`src/logic/imw_regs.svh`:
```
// Register map, field positions and constants for the idle wake controller
`ifndef IMW_REGS_SVH
`define IMW_REGS_SVH
`define IMW_ADDR_CTRL 8'h00
`define IMW_ADDR_CLKSEL 8'h04
`define IMW_ADDR_STATUS 8'h08
`define IMW_ADDR_PRIO 8'h0c
`define IMW_CTRL_STANDBY 0
`define IMW_CTRL_STOPSEL 1
`define IMW_CTRL_PINNMI_M 2
`define IMW_CTRL_WDTNMI_M 3
`define IMW_CTRL_MASKABLE_M 4
`define IMW_CTRL_RESET 32'h0000_0000
`define IMW_SEL_TB_WATCH 0
`define IMW_SEL_WT_MAIN 1
`define IMW_SEL_T8_PIN 2
`define IMW_SEL_T8_TBOUT 4
`define IMW_SEL_H1_SUB 6
`define IMW_SEL_WDT2_SUB 7
`define IMW_SEL_SS_EXT 8
`define IMW_SEL_UA0_EXT 10
`define IMW_SEL_RTO_TRIG 11
`define IMW_SEL_SUB_USED 13
`define IMW_SEL_RESET 32'h0000_0000
`define IMW_NOPRIO 4'hf
`define IMW_HSIZE_WORD 3'h2
`endif

```
`src/logic/imw_pkg.sv`:
```
// Types for the idle wake controller
`default_nettype none
package imw_pkg;
    typedef enum logic [2:0] {
        IMW_RUN = 3'b001,
        IMW_IDLE = 3'b010,
        IMW_WAKE = 3'b100
    } imw_state_t;
    typedef struct packed {
        logic wake;
        logic ack;
        logic branch;
        logic is_nmi;
    } imw_resume_t;
    typedef struct packed {
        logic cpu;
        logic intc;
        logic timer_p;
        logic timer_a;
        logic timer_b;
        logic [1:0] timer8;
        logic timer_h0;
        logic timer_h1;
        logic watch;
        logic wdt1;
        logic wdt2;
        logic [1:0] sync_ser;
        logic auto_ser;
        logic async0;
        logic async1;
        logic twowire;
        logic conv;
        logic rt_out;
    } imw_gate_t;
endpackage
`default_nettype wire

```
`src/logic/imw_gate.sv`:
```
// Per-unit clock enables while idle
`timescale 1ns/100ps
`default_nettype none
`include "imw_regs.svh"
module imw_gate (
    input wire logic idle_i,
    input wire logic [31:0] sel_i,
    output var imw_pkg::imw_gate_t run_o
);
    logic sub;
    logic tb_run;
    always_comb begin
        sub = sel_i[`IMW_SEL_SUB_USED];
        tb_run = sel_i[`IMW_SEL_TB_WATCH]
            & (sub | sel_i[`IMW_SEL_WT_MAIN]);
        run_o = '1;
        if (idle_i) begin
            run_o.cpu = 1'b0;
            run_o.intc = 1'b0;
            run_o.timer_p = 1'b0;
            run_o.timer_h0 = 1'b0;
            run_o.wdt1 = 1'b0;
            run_o.timer_a = 1'b0;
            run_o.timer_b = tb_run;
            for (int m = 0; m < 2; m++) begin
                run_o.timer8[m] = sel_i[`IMW_SEL_T8_PIN + m]
                    | (sel_i[`IMW_SEL_T8_TBOUT + m] & tb_run);
                run_o.sync_ser[m] = sel_i[`IMW_SEL_SS_EXT + m];
            end
            run_o.timer_h1 = sub & sel_i[`IMW_SEL_H1_SUB];
            run_o.wdt2 = sub & sel_i[`IMW_SEL_WDT2_SUB];
            run_o.watch = sub | sel_i[`IMW_SEL_WT_MAIN];
            run_o.async0 = sel_i[`IMW_SEL_UA0_EXT];
            run_o.async1 = 1'b0;
            run_o.auto_ser = 1'b0;
            run_o.twowire = 1'b0;
            run_o.conv = 1'b0;
            run_o.rt_out = run_o.timer8[sel_i[`IMW_SEL_RTO_TRIG]];
        end
    end
endmodule // imw_gate
`default_nettype wire

```
`src/logic/imw_top.sv`:
```
// Idle mode entry, wake arbitration and AHB-Lite control registers
//
// The implementer's own choices: register access over AHB-Lite and the register addresses.
`timescale 1ns/100ps
`default_nettype none
`include "imw_regs.svh"
module imw_top #(
    parameter int PRIO_W = 4
) (
    input wire logic clk_i,
    input wire logic rst_i,
    input wire logic hsel_i,
    input wire logic [7:0] haddr_i,
    input wire logic [1:0] htrans_i,
    input wire logic hwrite_i,
    input wire logic [2:0] hsize_i,
    input wire logic [31:0] hwdata_i,
    input wire logic hready_i,
    output logic [31:0] hrdata_o,
    output logic hreadyout_o,
    output logic hresp_o,
    input wire logic pin_nmi_i,
    input wire logic wdt_nmi_i,
    input wire logic irq_valid_i,
    input wire logic [PRIO_W-1:0] irq_prio_i,
    input wire logic in_service_i,
    input wire logic [PRIO_W-1:0] service_prio_i,
    input wire logic interrupts_enabled_state_i,
    input wire logic [15:0] port_out_i,
    output logic [15:0] port_out_o,
    output logic idle_o,
    output logic wake_o,
    output logic ack_o,
    output logic branch_o,
    output logic ack_nmi_o,
    output var imw_pkg::imw_gate_t unit_run_o
);
    if (PRIO_W < 1 || PRIO_W > 8) begin : g_prio_chk
        $error("PRIO_W out of range");
    end

    imw_pkg::imw_state_t state_q, state_d;
    logic [31:0] ctrl_q, ctrl_d;
    logic [31:0] sel_q, sel_d;
    logic [31:0] rdata_q, rdata_d;
    logic [15:0] port_q, port_d;
    logic [7:0] addr_q, addr_d;
    logic wr_q, wr_d;
    imw_pkg::imw_resume_t res_q, res_d;
    imw_pkg::imw_resume_t arb;
    logic nmi_ok;
    logic mask_ok;
    logic go_idle;
    logic [31:0] status_w;

    // Decodes a transfer accepted in the current address phase
    function automatic logic take(input logic sel, input logic [1:0] tr, input logic rdy);
        take = sel & tr[1] & rdy;
    endfunction

    // Wake arbitration
    always_comb begin
        nmi_ok = (pin_nmi_i & ~ctrl_q[`IMW_CTRL_PINNMI_M])
            | (wdt_nmi_i & ~ctrl_q[`IMW_CTRL_WDTNMI_M]);
        mask_ok = irq_valid_i & ~ctrl_q[`IMW_CTRL_MASKABLE_M];
        arb = '0;
        arb.wake = nmi_ok | mask_ok;
        arb.is_nmi = nmi_ok;
        if (nmi_ok) begin
            arb.ack = 1'b1;
            arb.branch = 1'b1;
        end else if (mask_ok) begin
            arb.ack = interrupts_enabled_state_i
                & (~in_service_i | (irq_prio_i < service_prio_i));
            arb.branch = arb.ack;
        end
    end

    // Idle state machine
    always_comb begin
        go_idle = ctrl_q[`IMW_CTRL_STANDBY] & ~ctrl_q[`IMW_CTRL_STOPSEL];
        state_d = state_q;
        res_d = res_q;
        unique case (state_q)
            imw_pkg::IMW_RUN: begin
                // Last resume kept for status readback
                if (go_idle) begin
                    state_d = imw_pkg::IMW_IDLE;
                end
            end
            imw_pkg::IMW_IDLE: begin
                if (arb.wake) begin
                    state_d = imw_pkg::IMW_WAKE;
                    res_d = arb;
                end
            end
            imw_pkg::IMW_WAKE: begin
                state_d = imw_pkg::IMW_RUN;
            end
            default: begin
                state_d = imw_pkg::IMW_RUN;
            end
        endcase
    end

    // Port hold and register access
    always_comb begin
        port_d = (state_q == imw_pkg::IMW_IDLE) ? port_q : port_out_i;
        ctrl_d = ctrl_q;
        sel_d = sel_q;
        if (state_q == imw_pkg::IMW_IDLE && arb.wake) begin
            ctrl_d[`IMW_CTRL_STANDBY] = 1'b0;
        end
        if (wr_q) begin
            unique case (addr_q)
                `IMW_ADDR_CTRL: ctrl_d = hwdata_i;
                `IMW_ADDR_CLKSEL: sel_d = hwdata_i;
                default: ;
            endcase
        end
        addr_d = addr_q;
        wr_d = 1'b0;
        if (take(hsel_i, htrans_i, hready_i)) begin
            addr_d = haddr_i;
            // Only whole-word writes reach a register
            wr_d = hwrite_i & (hsize_i == `IMW_HSIZE_WORD);
        end
        status_w = '0;
        status_w[2:0] = state_q;
        status_w[7:4] = {res_q.is_nmi, res_q.branch, res_q.ack, res_q.wake};
        rdata_d = '0;
        if (take(hsel_i, htrans_i, hready_i) && !hwrite_i) begin
            unique case (haddr_i)
                `IMW_ADDR_CTRL: rdata_d = ctrl_q;
                `IMW_ADDR_CLKSEL: rdata_d = sel_q;
                `IMW_ADDR_STATUS: rdata_d = status_w;
                `IMW_ADDR_PRIO: rdata_d = 32'(service_prio_i);
                default: rdata_d = '0;
            endcase
        end
    end

    // CPU state and RAM live elsewhere; their clock is gated, never reset here
    always_ff @(posedge clk_i) begin
        if (rst_i) begin
            state_q <= imw_pkg::IMW_RUN;
            ctrl_q <= `IMW_CTRL_RESET;
            sel_q <= `IMW_SEL_RESET;
            res_q <= '0;
            rdata_q <= '0;
            port_q <= '0;
            addr_q <= '0;
            wr_q <= 1'b0;
        end else begin
            state_q <= state_d;
            ctrl_q <= ctrl_d;
            sel_q <= sel_d;
            res_q <= res_d;
            rdata_q <= rdata_d;
            port_q <= port_d;
            addr_q <= addr_d;
            wr_q <= wr_d;
        end
    end

    imw_gate u_gate (
        .idle_i(state_q == imw_pkg::IMW_IDLE),
        .sel_i(sel_q),
        .run_o(unit_run_o)
    );

    assign hrdata_o = rdata_q;
    assign hreadyout_o = 1'b1;
    assign hresp_o = 1'b0;
    assign port_out_o = port_q;
    assign idle_o = (state_q == imw_pkg::IMW_IDLE);
    assign wake_o = (state_q == imw_pkg::IMW_WAKE) & res_q.wake;
    assign ack_o = (state_q == imw_pkg::IMW_WAKE) & res_q.ack;
    assign branch_o = (state_q == imw_pkg::IMW_WAKE) & res_q.branch;
    assign ack_nmi_o = (state_q == imw_pkg::IMW_WAKE) & res_q.is_nmi;
endmodule // imw_top
`default_nettype wire

```
`config.mk`:
```
export PLATFORM = sky130hd
export DESIGN_NAME = imw_top
export DESIGN_NICKNAME = d
export VERILOG_FILES = /design/src/logic/imw_pkg.sv /design/src/logic/imw_gate.sv /design/src/logic/imw_top.sv
export VERILOG_INCLUDE_DIRS = /design/src /design/src/logic
export SDC_FILE = /design/constraint.sdc
export NUM_CORES = 1
export LEC_CHECK = 0
export ABC_CLOCK_PERIOD_IN_PS = 2500
export BUFFER_PORTS_ARGS = -buffer_cell sky130_fd_sc_hd__clkbuf_2
export CORE_MARGIN = 2
export CORE_UTILIZATION = 50
export DETAILED_ROUTE_END_ITERATION = 7
export MAX_ROUTING_LAYER = met4
export PLACE_DENSITY = 0.78
export SYNTH_ARGS = -nofsm -noshare
export SYNTH_HDL_FRONTEND = slang
export SYNTH_SLANG_ARGS = --single-unit
```
`constraint.sdc`:
```
create_clock -name clk_i -period 2.5 [get_ports clk_i]
set_input_delay 0.5 -clock clk_i [delete_from_list [all_inputs] [get_ports clk_i]]
set_output_delay 0.5 -clock clk_i [all_outputs]
set_load 0.05 [all_outputs]
```
### Word level (Yosys, flattened, before mapping)

Index checks and enable logic that the tools add are counted.

| word-level totals | value |
|---|---|
| bits in registers | 128 |
| input port bits | 79 |
| output and inout bits | 75 |
| logic and storage cells | 77 |

| cells by class | value |
|---|---|
| order comparisons | 2 |
| eq/ne operators | 10 |
| multiplexer cells | 12 |
| bitwise operators | 30 |
| reductions and logical operators | 11 |

Operators by type and width:

| operator | count |
|---|---|
| $pmux W32 S4 | 1 |
| $mux W20 | 1 |
| $and A1 B1 Y1 | 17 |
| $eq A8 B3 Y1 const B | 2 |
| $eq A8 B4 Y1 const B | 2 |
| $logic_not A8 Y1 | 2 |
| $reduce_and A2 Y1 | 4 |
| $not A1 Y1 | 7 |
| $eq A3 B2 Y1 const B | 2 |
| $mux W3 | 2 |
| $or A1 B1 Y1 | 6 |
| $pmux W3 S2 | 1 |
| $mux W1 | 5 |
| $lt A4 B4 Y1 | 1 |
| $mux W2 | 2 |
| $reduce_or A2 Y1 | 2 |
| $eq A3 B1 Y1 const B | 1 |
| $eq A3 B3 Y1 const B | 1 |
| $logic_and A1 B1 Y1 | 2 |
| $lt A1 B2 Y1 const B | 1 |
| $ne A2 B1 Y1 const B | 1 |
| $ne A2 B2 Y1 const B | 1 |
| $logic_not A1 Y1 | 1 |

### Logic depth before layout (Yosys ltp)

Gate-level depths: netlist of run 1.

| logic depth | value |
|---|---|
| word-level depth | 8 |
| mapped depth | 6 |
| gate-level depth less buffers | 6 |

### Cells and area by module

From an unflattened synthesis of run 1, not the netlist that was laid out.

| second synthesis, totals | value |
|---|---|
| cells, all modules | 588 |
| area total of the unflattened synthesis | 4837.1 um2 |

Modules (own cells, without submodules):

| module | times used | cells an instance | area each (um2) | sequential area each (um2) |
|---|---|---|---|---|
| imw_top | 1 | 562 | 4674.5 | 2542.4 |
| imw_gate | 1 | 26 | 162.7 | 0.0 |

### Worst setup path before layout of run 1

Ideal clock, no wire load.

| path | value |
|---|---|
| path type | flip-flop to output port |
| from | register state_q[1] |
| to | output unit_run_o[11] (netlist name) |
| arrival | 2.142 ns |
| required time | 2.000 ns |
| path slack | -0.142 ns |
| stages on the path, launching flop included | 5 |
| path buffers | 1 |
| cell sequence | dfxtp_1 -> or3b_2 -> inv_1 -> clkbuf_1 -> nand2_1 |

RTL lines:

| item | line | source |
|---|---|---|
| start: declaration | imw_top.sv:42 | `imw_pkg::imw_state_t state_q, state_d;` |
| start signal: assignment | imw_top.sv:146 | `state_q <= imw_pkg::IMW_RUN;` |
| start signal: assignment | imw_top.sv:155 | `state_q <= state_d;` |
| end: declaration | imw_top.sv:36 | `output var imw_pkg::imw_gate_t unit_run_o` |

==> flow_metrics.py, run 1 <==
metrics = {
    "sta": {
        "slew_viol_final": 0,
        "fin_setup_tns_ns": 0,
        "fin_ws_ns": 0.0970,
        "rsz0062_at_grt": "false",
        "setup_violations": 0,
        "tightest_slew_ns": 0.745,
        "final-hold-violation-count": 0,
        "skew_ns": 0.00759,
        "relSlewSlack_pct": 49.6,
        "post-route-min-period_ns": 2.40,
        "fmax_mhz": 416,
        "period_share_pct": 96.1,
    },
    "power": {
        "p_comb_share_pct": 4.9,
        "ir_worst_vdd_v": 0.000489,
        "clkPwrFrac_pct": 51.9,
        "fin_total_pwr_w": 0.00475,
        "p_sw_share_pct": 22.1,
        "pwr_density_cell_nw_per_um2": 757,
        "pwr-share-seq_pct": 43.2,
        "switching_power_w": 0.00105,
        "internal_power_w": 0.00370,
        "p_leak_nw": 2.48,
    },
    "hold_path": {
        "holdCritStartpoint": "port_out_i[0]",
        "hp-class": "primary input to register",
    },
    "drt": {
        "final_antenna_net_count": 0,
        "routed_wl_um": 12800,
        "drc": 0,
        "first_pass_iters": 4,
        "drtIter0Drc": 222,
        "viasPerCell": 5.24,
        "routed-via-count": 4576,
        "wl_per_cell_um": 14.7,
    },
    "yosys": {
        "ys_top_cells_by_area": "dfxtp_1, nand2_1, a21oi_1",
        "synth_cells": 594,
        "synth_flop_cell": "dfxtp_1",
        "synthesis.area_um2": 4890,
        "synth_top_area_cell": "dfxtp_1",
        "synth_fp_nets": 676,
        "async_flop_share_pct": 0,
        "synth_edf_count": 0,
        "synth_top_area_share_pct": 51.9,
        "ys_warn_count": 0,
        "yosysUniqueCellTypes": 42,
        "ys_seq_elements": 127,
        "syn_area_per_cell_um2": 8.24,
        "yosysSeqAreaShare_pct": 51.9,
    },
    "floorplanning": {
        "initial_core_util_pct": 50.8,
        "die_area_um2": 10600,
        "chipHeight_um": 103,
        "num_rows": 36,
        "core_um2": 9640,
        "chipWidth_um": 103,
        "ioPinCount": 154,
    },
    "cts": {
        "cts_inserted_buffers": 17,
        "cts_num_sinks": 127,
        "cts_setup_buffers": 0,
        "clock-root-buffer": "clkbuf_8",
        "clock_path_buffers": 2,
        "cts.clk_slew.worst_paths_ns": 0.06,
        "clk_latency_ns": 0.51,
        "ctsHoldBuffers": 0,
        "cts_max_level": 4,
        "cts_tree": "done",
    },
    "finish": {
        "nets": 809,
        "diodes": 0,
        "final_util_pct": 65.2,
        "layout-drive-gt1-share_pct": 29.6,
        "fin_area_um2": 6280,
        "syn2layout_area_growth_pct": 28.4,
    },
    "place": {
        "dpl_cell_area_um2": 5660,
        "gpl.final_weighted_congestion": 0.852,
        "dp_hpwl_um": 8340,
        "pre_cts_slack_ns": 0.203,
        "port_buffers": 150,
    },
    "setup_path": {
        "r2r_start": "addr_q[4]",
        "r2r_slack_ns": 0.51,
        "cp-end-kind": "output port",
        "cp_slowest_cell": "or3b_4",
        "worstPathMaxFanout": 5,
        "crit_type": "register to output port",
        "critPathRequiredTime_ns": 2.00,
        "max_stage_delay_ns": 0.45,
        "path_cells": "or3b_4, a211o_1, o21ai_0, o21ai_1, buf_6",
        "crit_arrival_ns": 1.90,
        "crit_start": "state_q[0]",
        "cp-start-kind": "register",
    },
    "run": {
        "drv_cap": 0,
    },
    "global_route": {
        "grt_start_max_net_pins": 59,
        "overflow": 0,
        "grt_pass1_wl_um": 20100,
        "grt_pass1_vias": 4318,
        "antenna_found_initial": 0,
        "grtUsageTotal_pct": 25.4,
    },
    "run_status": {
        "status": "finished clean",
    },
}
power groups by stage:
stage	Sequential (W)	Clock (W)	Combinational [W]
CTS	0.00205	0.00249	0.000234
finish	0.00205	0.00247	0.000235
detailed placement	0.00210	0	0.000232
global route	0.00205	0.00260	0.000254
floorplan	0.00214	0	0.0000803
global placement	0.00210	0	0.000227
metrics by stage:
stage | instances | hold slack (ns)
floorplan | 594 | 0.436
global placement | 841 | 0.437
detailed placement | 841 | 0.446
CTS | 873 | 0.199
global route | 873 | 0.201
finish | 873 | 0.214
kinds of logic after synthesis:
| group | synth area share (%) |
|---|---|
| other | 0.153 |
| adders and majority gates | 0.767 |
| and+or+nand+nor | 23.7 |
| muxes | 1.74 |
| buffers and inverters | 5.78 |
| DFF | 51.9 |
| AOI/OAI and AO/OA | 15.9 |
cell type report:
type,count,area (µm²)
Clock buffer,20,445
Clock inverter,12,160
Fill cell,830,3360
Inverter,6,26.3
Multi-Input combinational cell,410,2070
Sequential cell,127,2540
Tap cell,133,166
Timing Repair Buffer,165,870
metal layers:
metal / track usage [%] / part of all wire (%) / vias to the layer above
met4: 11.4 / 1.7 / 0
met5: - / 0 / -
met1: 28.1 / 40 / 2115
met3: 6.92 / 8.5 / 20
met2: 42.7 / 50 / 215
li1: - / - / 2226
registers in the layout, indices dropped and copies added (netlist names):
name and flops:
addr_q 8, ctrl_q 32, port_out_o 16, sel_q 32, res_q 3, state_q 3, hrdata_o 32, wr_q 1
final timing paths:
path,end,depth (start not counted)
worst min-delay path,port_out_o[0],3
worst max-delay path,unit_run_o[0],5
worst max register to register,sel_q[8],5
worst min register to register,ctrl_q[27],2
worst max-delay path, delay by kind of cell (launching register included):
kind,cells,cell delay [ns]
AO/OA/AOI/OAI,3,0.44
buffers and inverters,1,0.16
flip-flops,1,0.34
AND/OR/NAND/NOR,1,0.45
what timing repair did:
item	in CTS	in global routing
resized for setup	3	4
pin swaps	0	2
gates cloned	0	0
setup endpoints to repair	10	4
hold endpoints to repair	0	0
synth_stat cells (2+ instances only):
cell type / instances
a22oi_1: 25
buf_4: 12
and3_1: 2
nand2_1: 189
ha_1: 3
mux2_2: 4
nor2_1: 24
nor2_2: 11
a32oi_1: 3
buf_6: 3
o21ai_0: 5
mux2i_1: 4
conb_1: 2
clkbuf_1: 35
nor2b_1: 6
and2_1: 3
dfxtp_1: 127
a31oi_1: 2
nand2b_1: 4
a21oi_1: 98
nand3_1: 2
nor4b_4: 2
and3b_1: 2
inv_1: 6
nor3_1: 3
cells in the final DEF (no fill, tap or decap), types with 2 or more instances in the layout:
master	count
a21oi_1	98
a22oi_1	25
a31oi_1	2
a32oi_1	3
and2_1	3
and3_1	2
and3b_1	2
buf_4	15
bufinv_16	3
clkbuf_16	16
clkbuf_2	148
clkbuf_8	3
clkinv_4	3
clkinvlp_4	5
conb_1	2
dfxtp_1	126
ha_1	3
inv_1	5
mux2_2	4
mux2i_1	4
nand2_1	189
nand2b_1	4
nand3_1	2
nor2_1	24
nor2_2	11
nor2b_1	6
nor3_1	3
nor4b_4	2
o21ai_0	4
No activity file was read; power rests on OpenSTA's default activity.
==> inputs of run 2 (changes only) <==
- ABC_AREA: default -> 1
==> run 2 against run 1 <==
  * Clock skew rose by 0.00065 ns
  * Design area is 2.3% higher
  * Highest routed layer unchanged
  * Power rose by 3.4%
  * Critical path type unchanged
  * Sequential power hardly changed
  * Cell count grew 9.5%
  * Register-to-register slack improved by 0.12 ns
==> flow_metrics.py, run 2 <==
metrics = {
    "global_route": {
        "grt_pass1_wl_um": 21700,
        "grt_pass1_vias": 4642,
        "grt_start_max_net_pins": 43,
        "overflow": 0,
        "antenna_found_initial": 0,
        "grtUsageTotal_pct": 25.4,
    },
    "finish": {
        "layout-drive-gt1-share_pct": 26.0,
        "diodes": 0,
        "syn2layout_area_growth_pct": 26.5,
        "multi_input_area_um2": 2070,
        "fin_area_um2": 6430,
        "layout_common_cells": "nor2_1, clkbuf_2, dfxtp_1",
        "fin_cells": 956,
        "fill_cells": 879,
        "nets": 892,
        "final_common_cell": "nor2_1",
        "seq_area_um2": 2540,
        "final_util_pct": 65.5,
    },
    "sta": {
        "relSlewSlack_pct": 59.3,
        "final-hold-violation-count": 0,
        "period_share_pct": 95.5,
        "skew_ns": 0.00824,
        "fin_setup_tns_ns": 0,
        "slew_viol_final": 0,
        "post-route-min-period_ns": 2.39,
        "rsz0062_at_grt": "false",
        "fmax_mhz": 419,
        "tightest_slew_ns": 0.610,
        "setup_violations": 0,
    },
    "setup_path": {
        "r2r_end": "sel_q[20]",
        "cp-start-kind": "register",
        "crit_top_cell": "o21ai_0",
        "crit_type": "register to output port",
        "r2r_cells": 7,
        "r2r_slack_ns": 0.63,
        "cp_slowest_cell": "dfxtp_1",
        "path_cells": "o21ai_0, o21ai_0, or2_2, clkbuf_2",
        "crit_start": "sel_q[13]",
        "crit_arrival_ns": 1.89,
        "max_stage_delay_ns": 0.35,
        "worstPathMaxFanout": 6,
        "r2r_start": "addr_q[3]",
        "critPathRequiredTime_ns": 2.00,
        "cp-end-kind": "output port",
    },
    "yosys": {
        "synthesis.area_um2": 5080,
        "syn_area_per_cell_um2": 7.47,
        "async_flop_share_pct": 0,
        "synth_common_cells": "nor2_1, dfxtp_1, o21ai_0, nand2_1, nand3_1",
        "ys_top_cells_by_area": "dfxtp_1, nor2_1, o21ai_0",
        "synth_top_area_cell": "dfxtp_1",
        "synth_flop_cell": "dfxtp_1",
        "synth_top_area_share_pct": 50.0,
        "ys_seq_elements": 127,
        "yosysUniqueCellTypes": 29,
        "yosysMostFrequentCell": "nor2_1",
        "synth_edf_count": 0,
        "ys_warn_count": 0,
        "synth_fp_nets": 762,
        "synth_cells": 680,
        "yosysSeqAreaShare_pct": 50.0,
    },
    "cts": {
        "clk_latency_ns": 0.52,
        "cts.repair.resized": 0,
        "cts_tree": "done",
        "clock-root-buffer": "clkbuf_8",
        "clock_path_buffers": 2,
        "cts_setup_buffers": 0,
        "cts_num_sinks": 127,
        "cts.clk_slew.worst_paths_ns": 0.06,
        "cts_inserted_buffers": 17,
        "ctsHoldBuffers": 0,
        "cts_max_level": 4,
    },
    "power": {
        "pwr_density_cell_nw_per_um2": 765,
        "p_leak_nw": 2.94,
        "ir_worst_vdd_v": 0.000393,
    },
    "drt": {
        "wl_per_cell_um": 14.1,
        "routed-via-count": 4951,
        "first_pass_iters": 5,
        "viasPerCell": 5.18,
        "routed_wl_um": 13500,
        "final_antenna_net_count": 0,
        "drc": 0,
        "drtIter0Drc": 321,
    },
    "hold_path": {
        "hold_path_depth": 3,
        "holdCritStartpoint": "hsize_i[1]",
        "holdPathEnd": "wr_q",
        "hp-class": "primary input to register",
    },
    "floorplanning": {
        "chipHeight_um": 105,
        "chipWidth_um": 105,
        "die_area_um2": 11000,
        "core_um2": 9820,
        "ioPinCount": 154,
        "initial_core_util_pct": 51.8,
        "num_rows": 36,
    },
    "place": {
        "dpl_cell_area_um2": 5800,
        "dp.cells": 924,
        "gpl.final_weighted_congestion": 0.848,
        "port_buffers": 150,
        "dp_hpwl_um": 8740,
    },
    "run_status": {
        "status": "finished clean",
    },
    "run": {
        "drv_cap": 0,
    },
}
==> run 2: changes by cell type after synthesis, moves of 18 or more <==
cell,change
clkbuf_1,-22
buf_2,+18
a22oi_1,-24
nand2_1,-119
nand3_1,+49
nor2_1,+147
a21oi_1,-57
o21ai_0,+87
inv_1,+38
==> run 2: worst max-delay path, delay by kind of cell (launching register included) <==
| family | cells | cell delay (ns) |
|---|---|---|
| compound gates | 2 | 0.45 |
| flops | 1 | 0.35 |
| simple gates | 1 | 0.31 |
| buf+inv | 1 | 0.25 |
==> run 2: layer usage <==
metal	vias to the layer above	track usage [%]	wire length (µm)
met2	211	43.0	6650
met3	25	5.12	920
met5	-	-	0
met1	2279	30.0	5660
met4	0	9.24	241
li1	2436	-	-
==> run 2: layout make-up <==
class / count / share of cell area [%]
repair buffers: 162 / 13.1
clock inverters: 13 / 2.88
clock buffers: 19 / 6.87
inverters: 48 / 2.82
well taps: 133 / 2.59
flip-flops and latches: 127 / 39.5
multi-input cells: 454 / 32.2
==> run 2: cell families after synthesis <==
family / count (synthesis) / synth area share (%)
buffers and inverters: 99 / 9.21
flip-flops: 127 / 50.0
adder cells (fa/ha/maj): 3 / 0.739
other: 2 / 0.148
AND/OR/NAND/NOR: 312 / 26.2
AO/OA/AOI/OAI: 137 / 13.7
==> run 2: stage by stage <==
stage               setup WS, ns  hold slack, ns  power [W]
detailed placement         0.606           0.443    0.00238
floorplan                  0.362           0.424    0.00227
global route             0.00904           0.217    0.00506
CTS                       0.0781           0.205    0.00493
finish                     0.112           0.214    0.00492
global placement           0.633           0.430    0.00237
==> run 2: power breakdown <==
part           leakage (nW)  internal, W  total, W  switching [W]
registers              1.03      0.00205   0.00206      0.0000131
logic                  1.60    0.0000909  0.000276       0.000185
clock network         0.305      0.00167   0.00258       0.000903
==> run 2: worst max path at each step <==
stage                                 to  slack [ns]  cells after the start
after detailed placement     hrdata_o[6]        0.61                      8
after CTS                 unit_run_o[14]        0.08                      4
final                     unit_run_o[14]        0.11                      4
after global placement     unit_run_o[0]        0.63                      5
after floorplan           unit_run_o[12]        0.36                      4
after global routing       unit_run_o[0]       0.009                      5
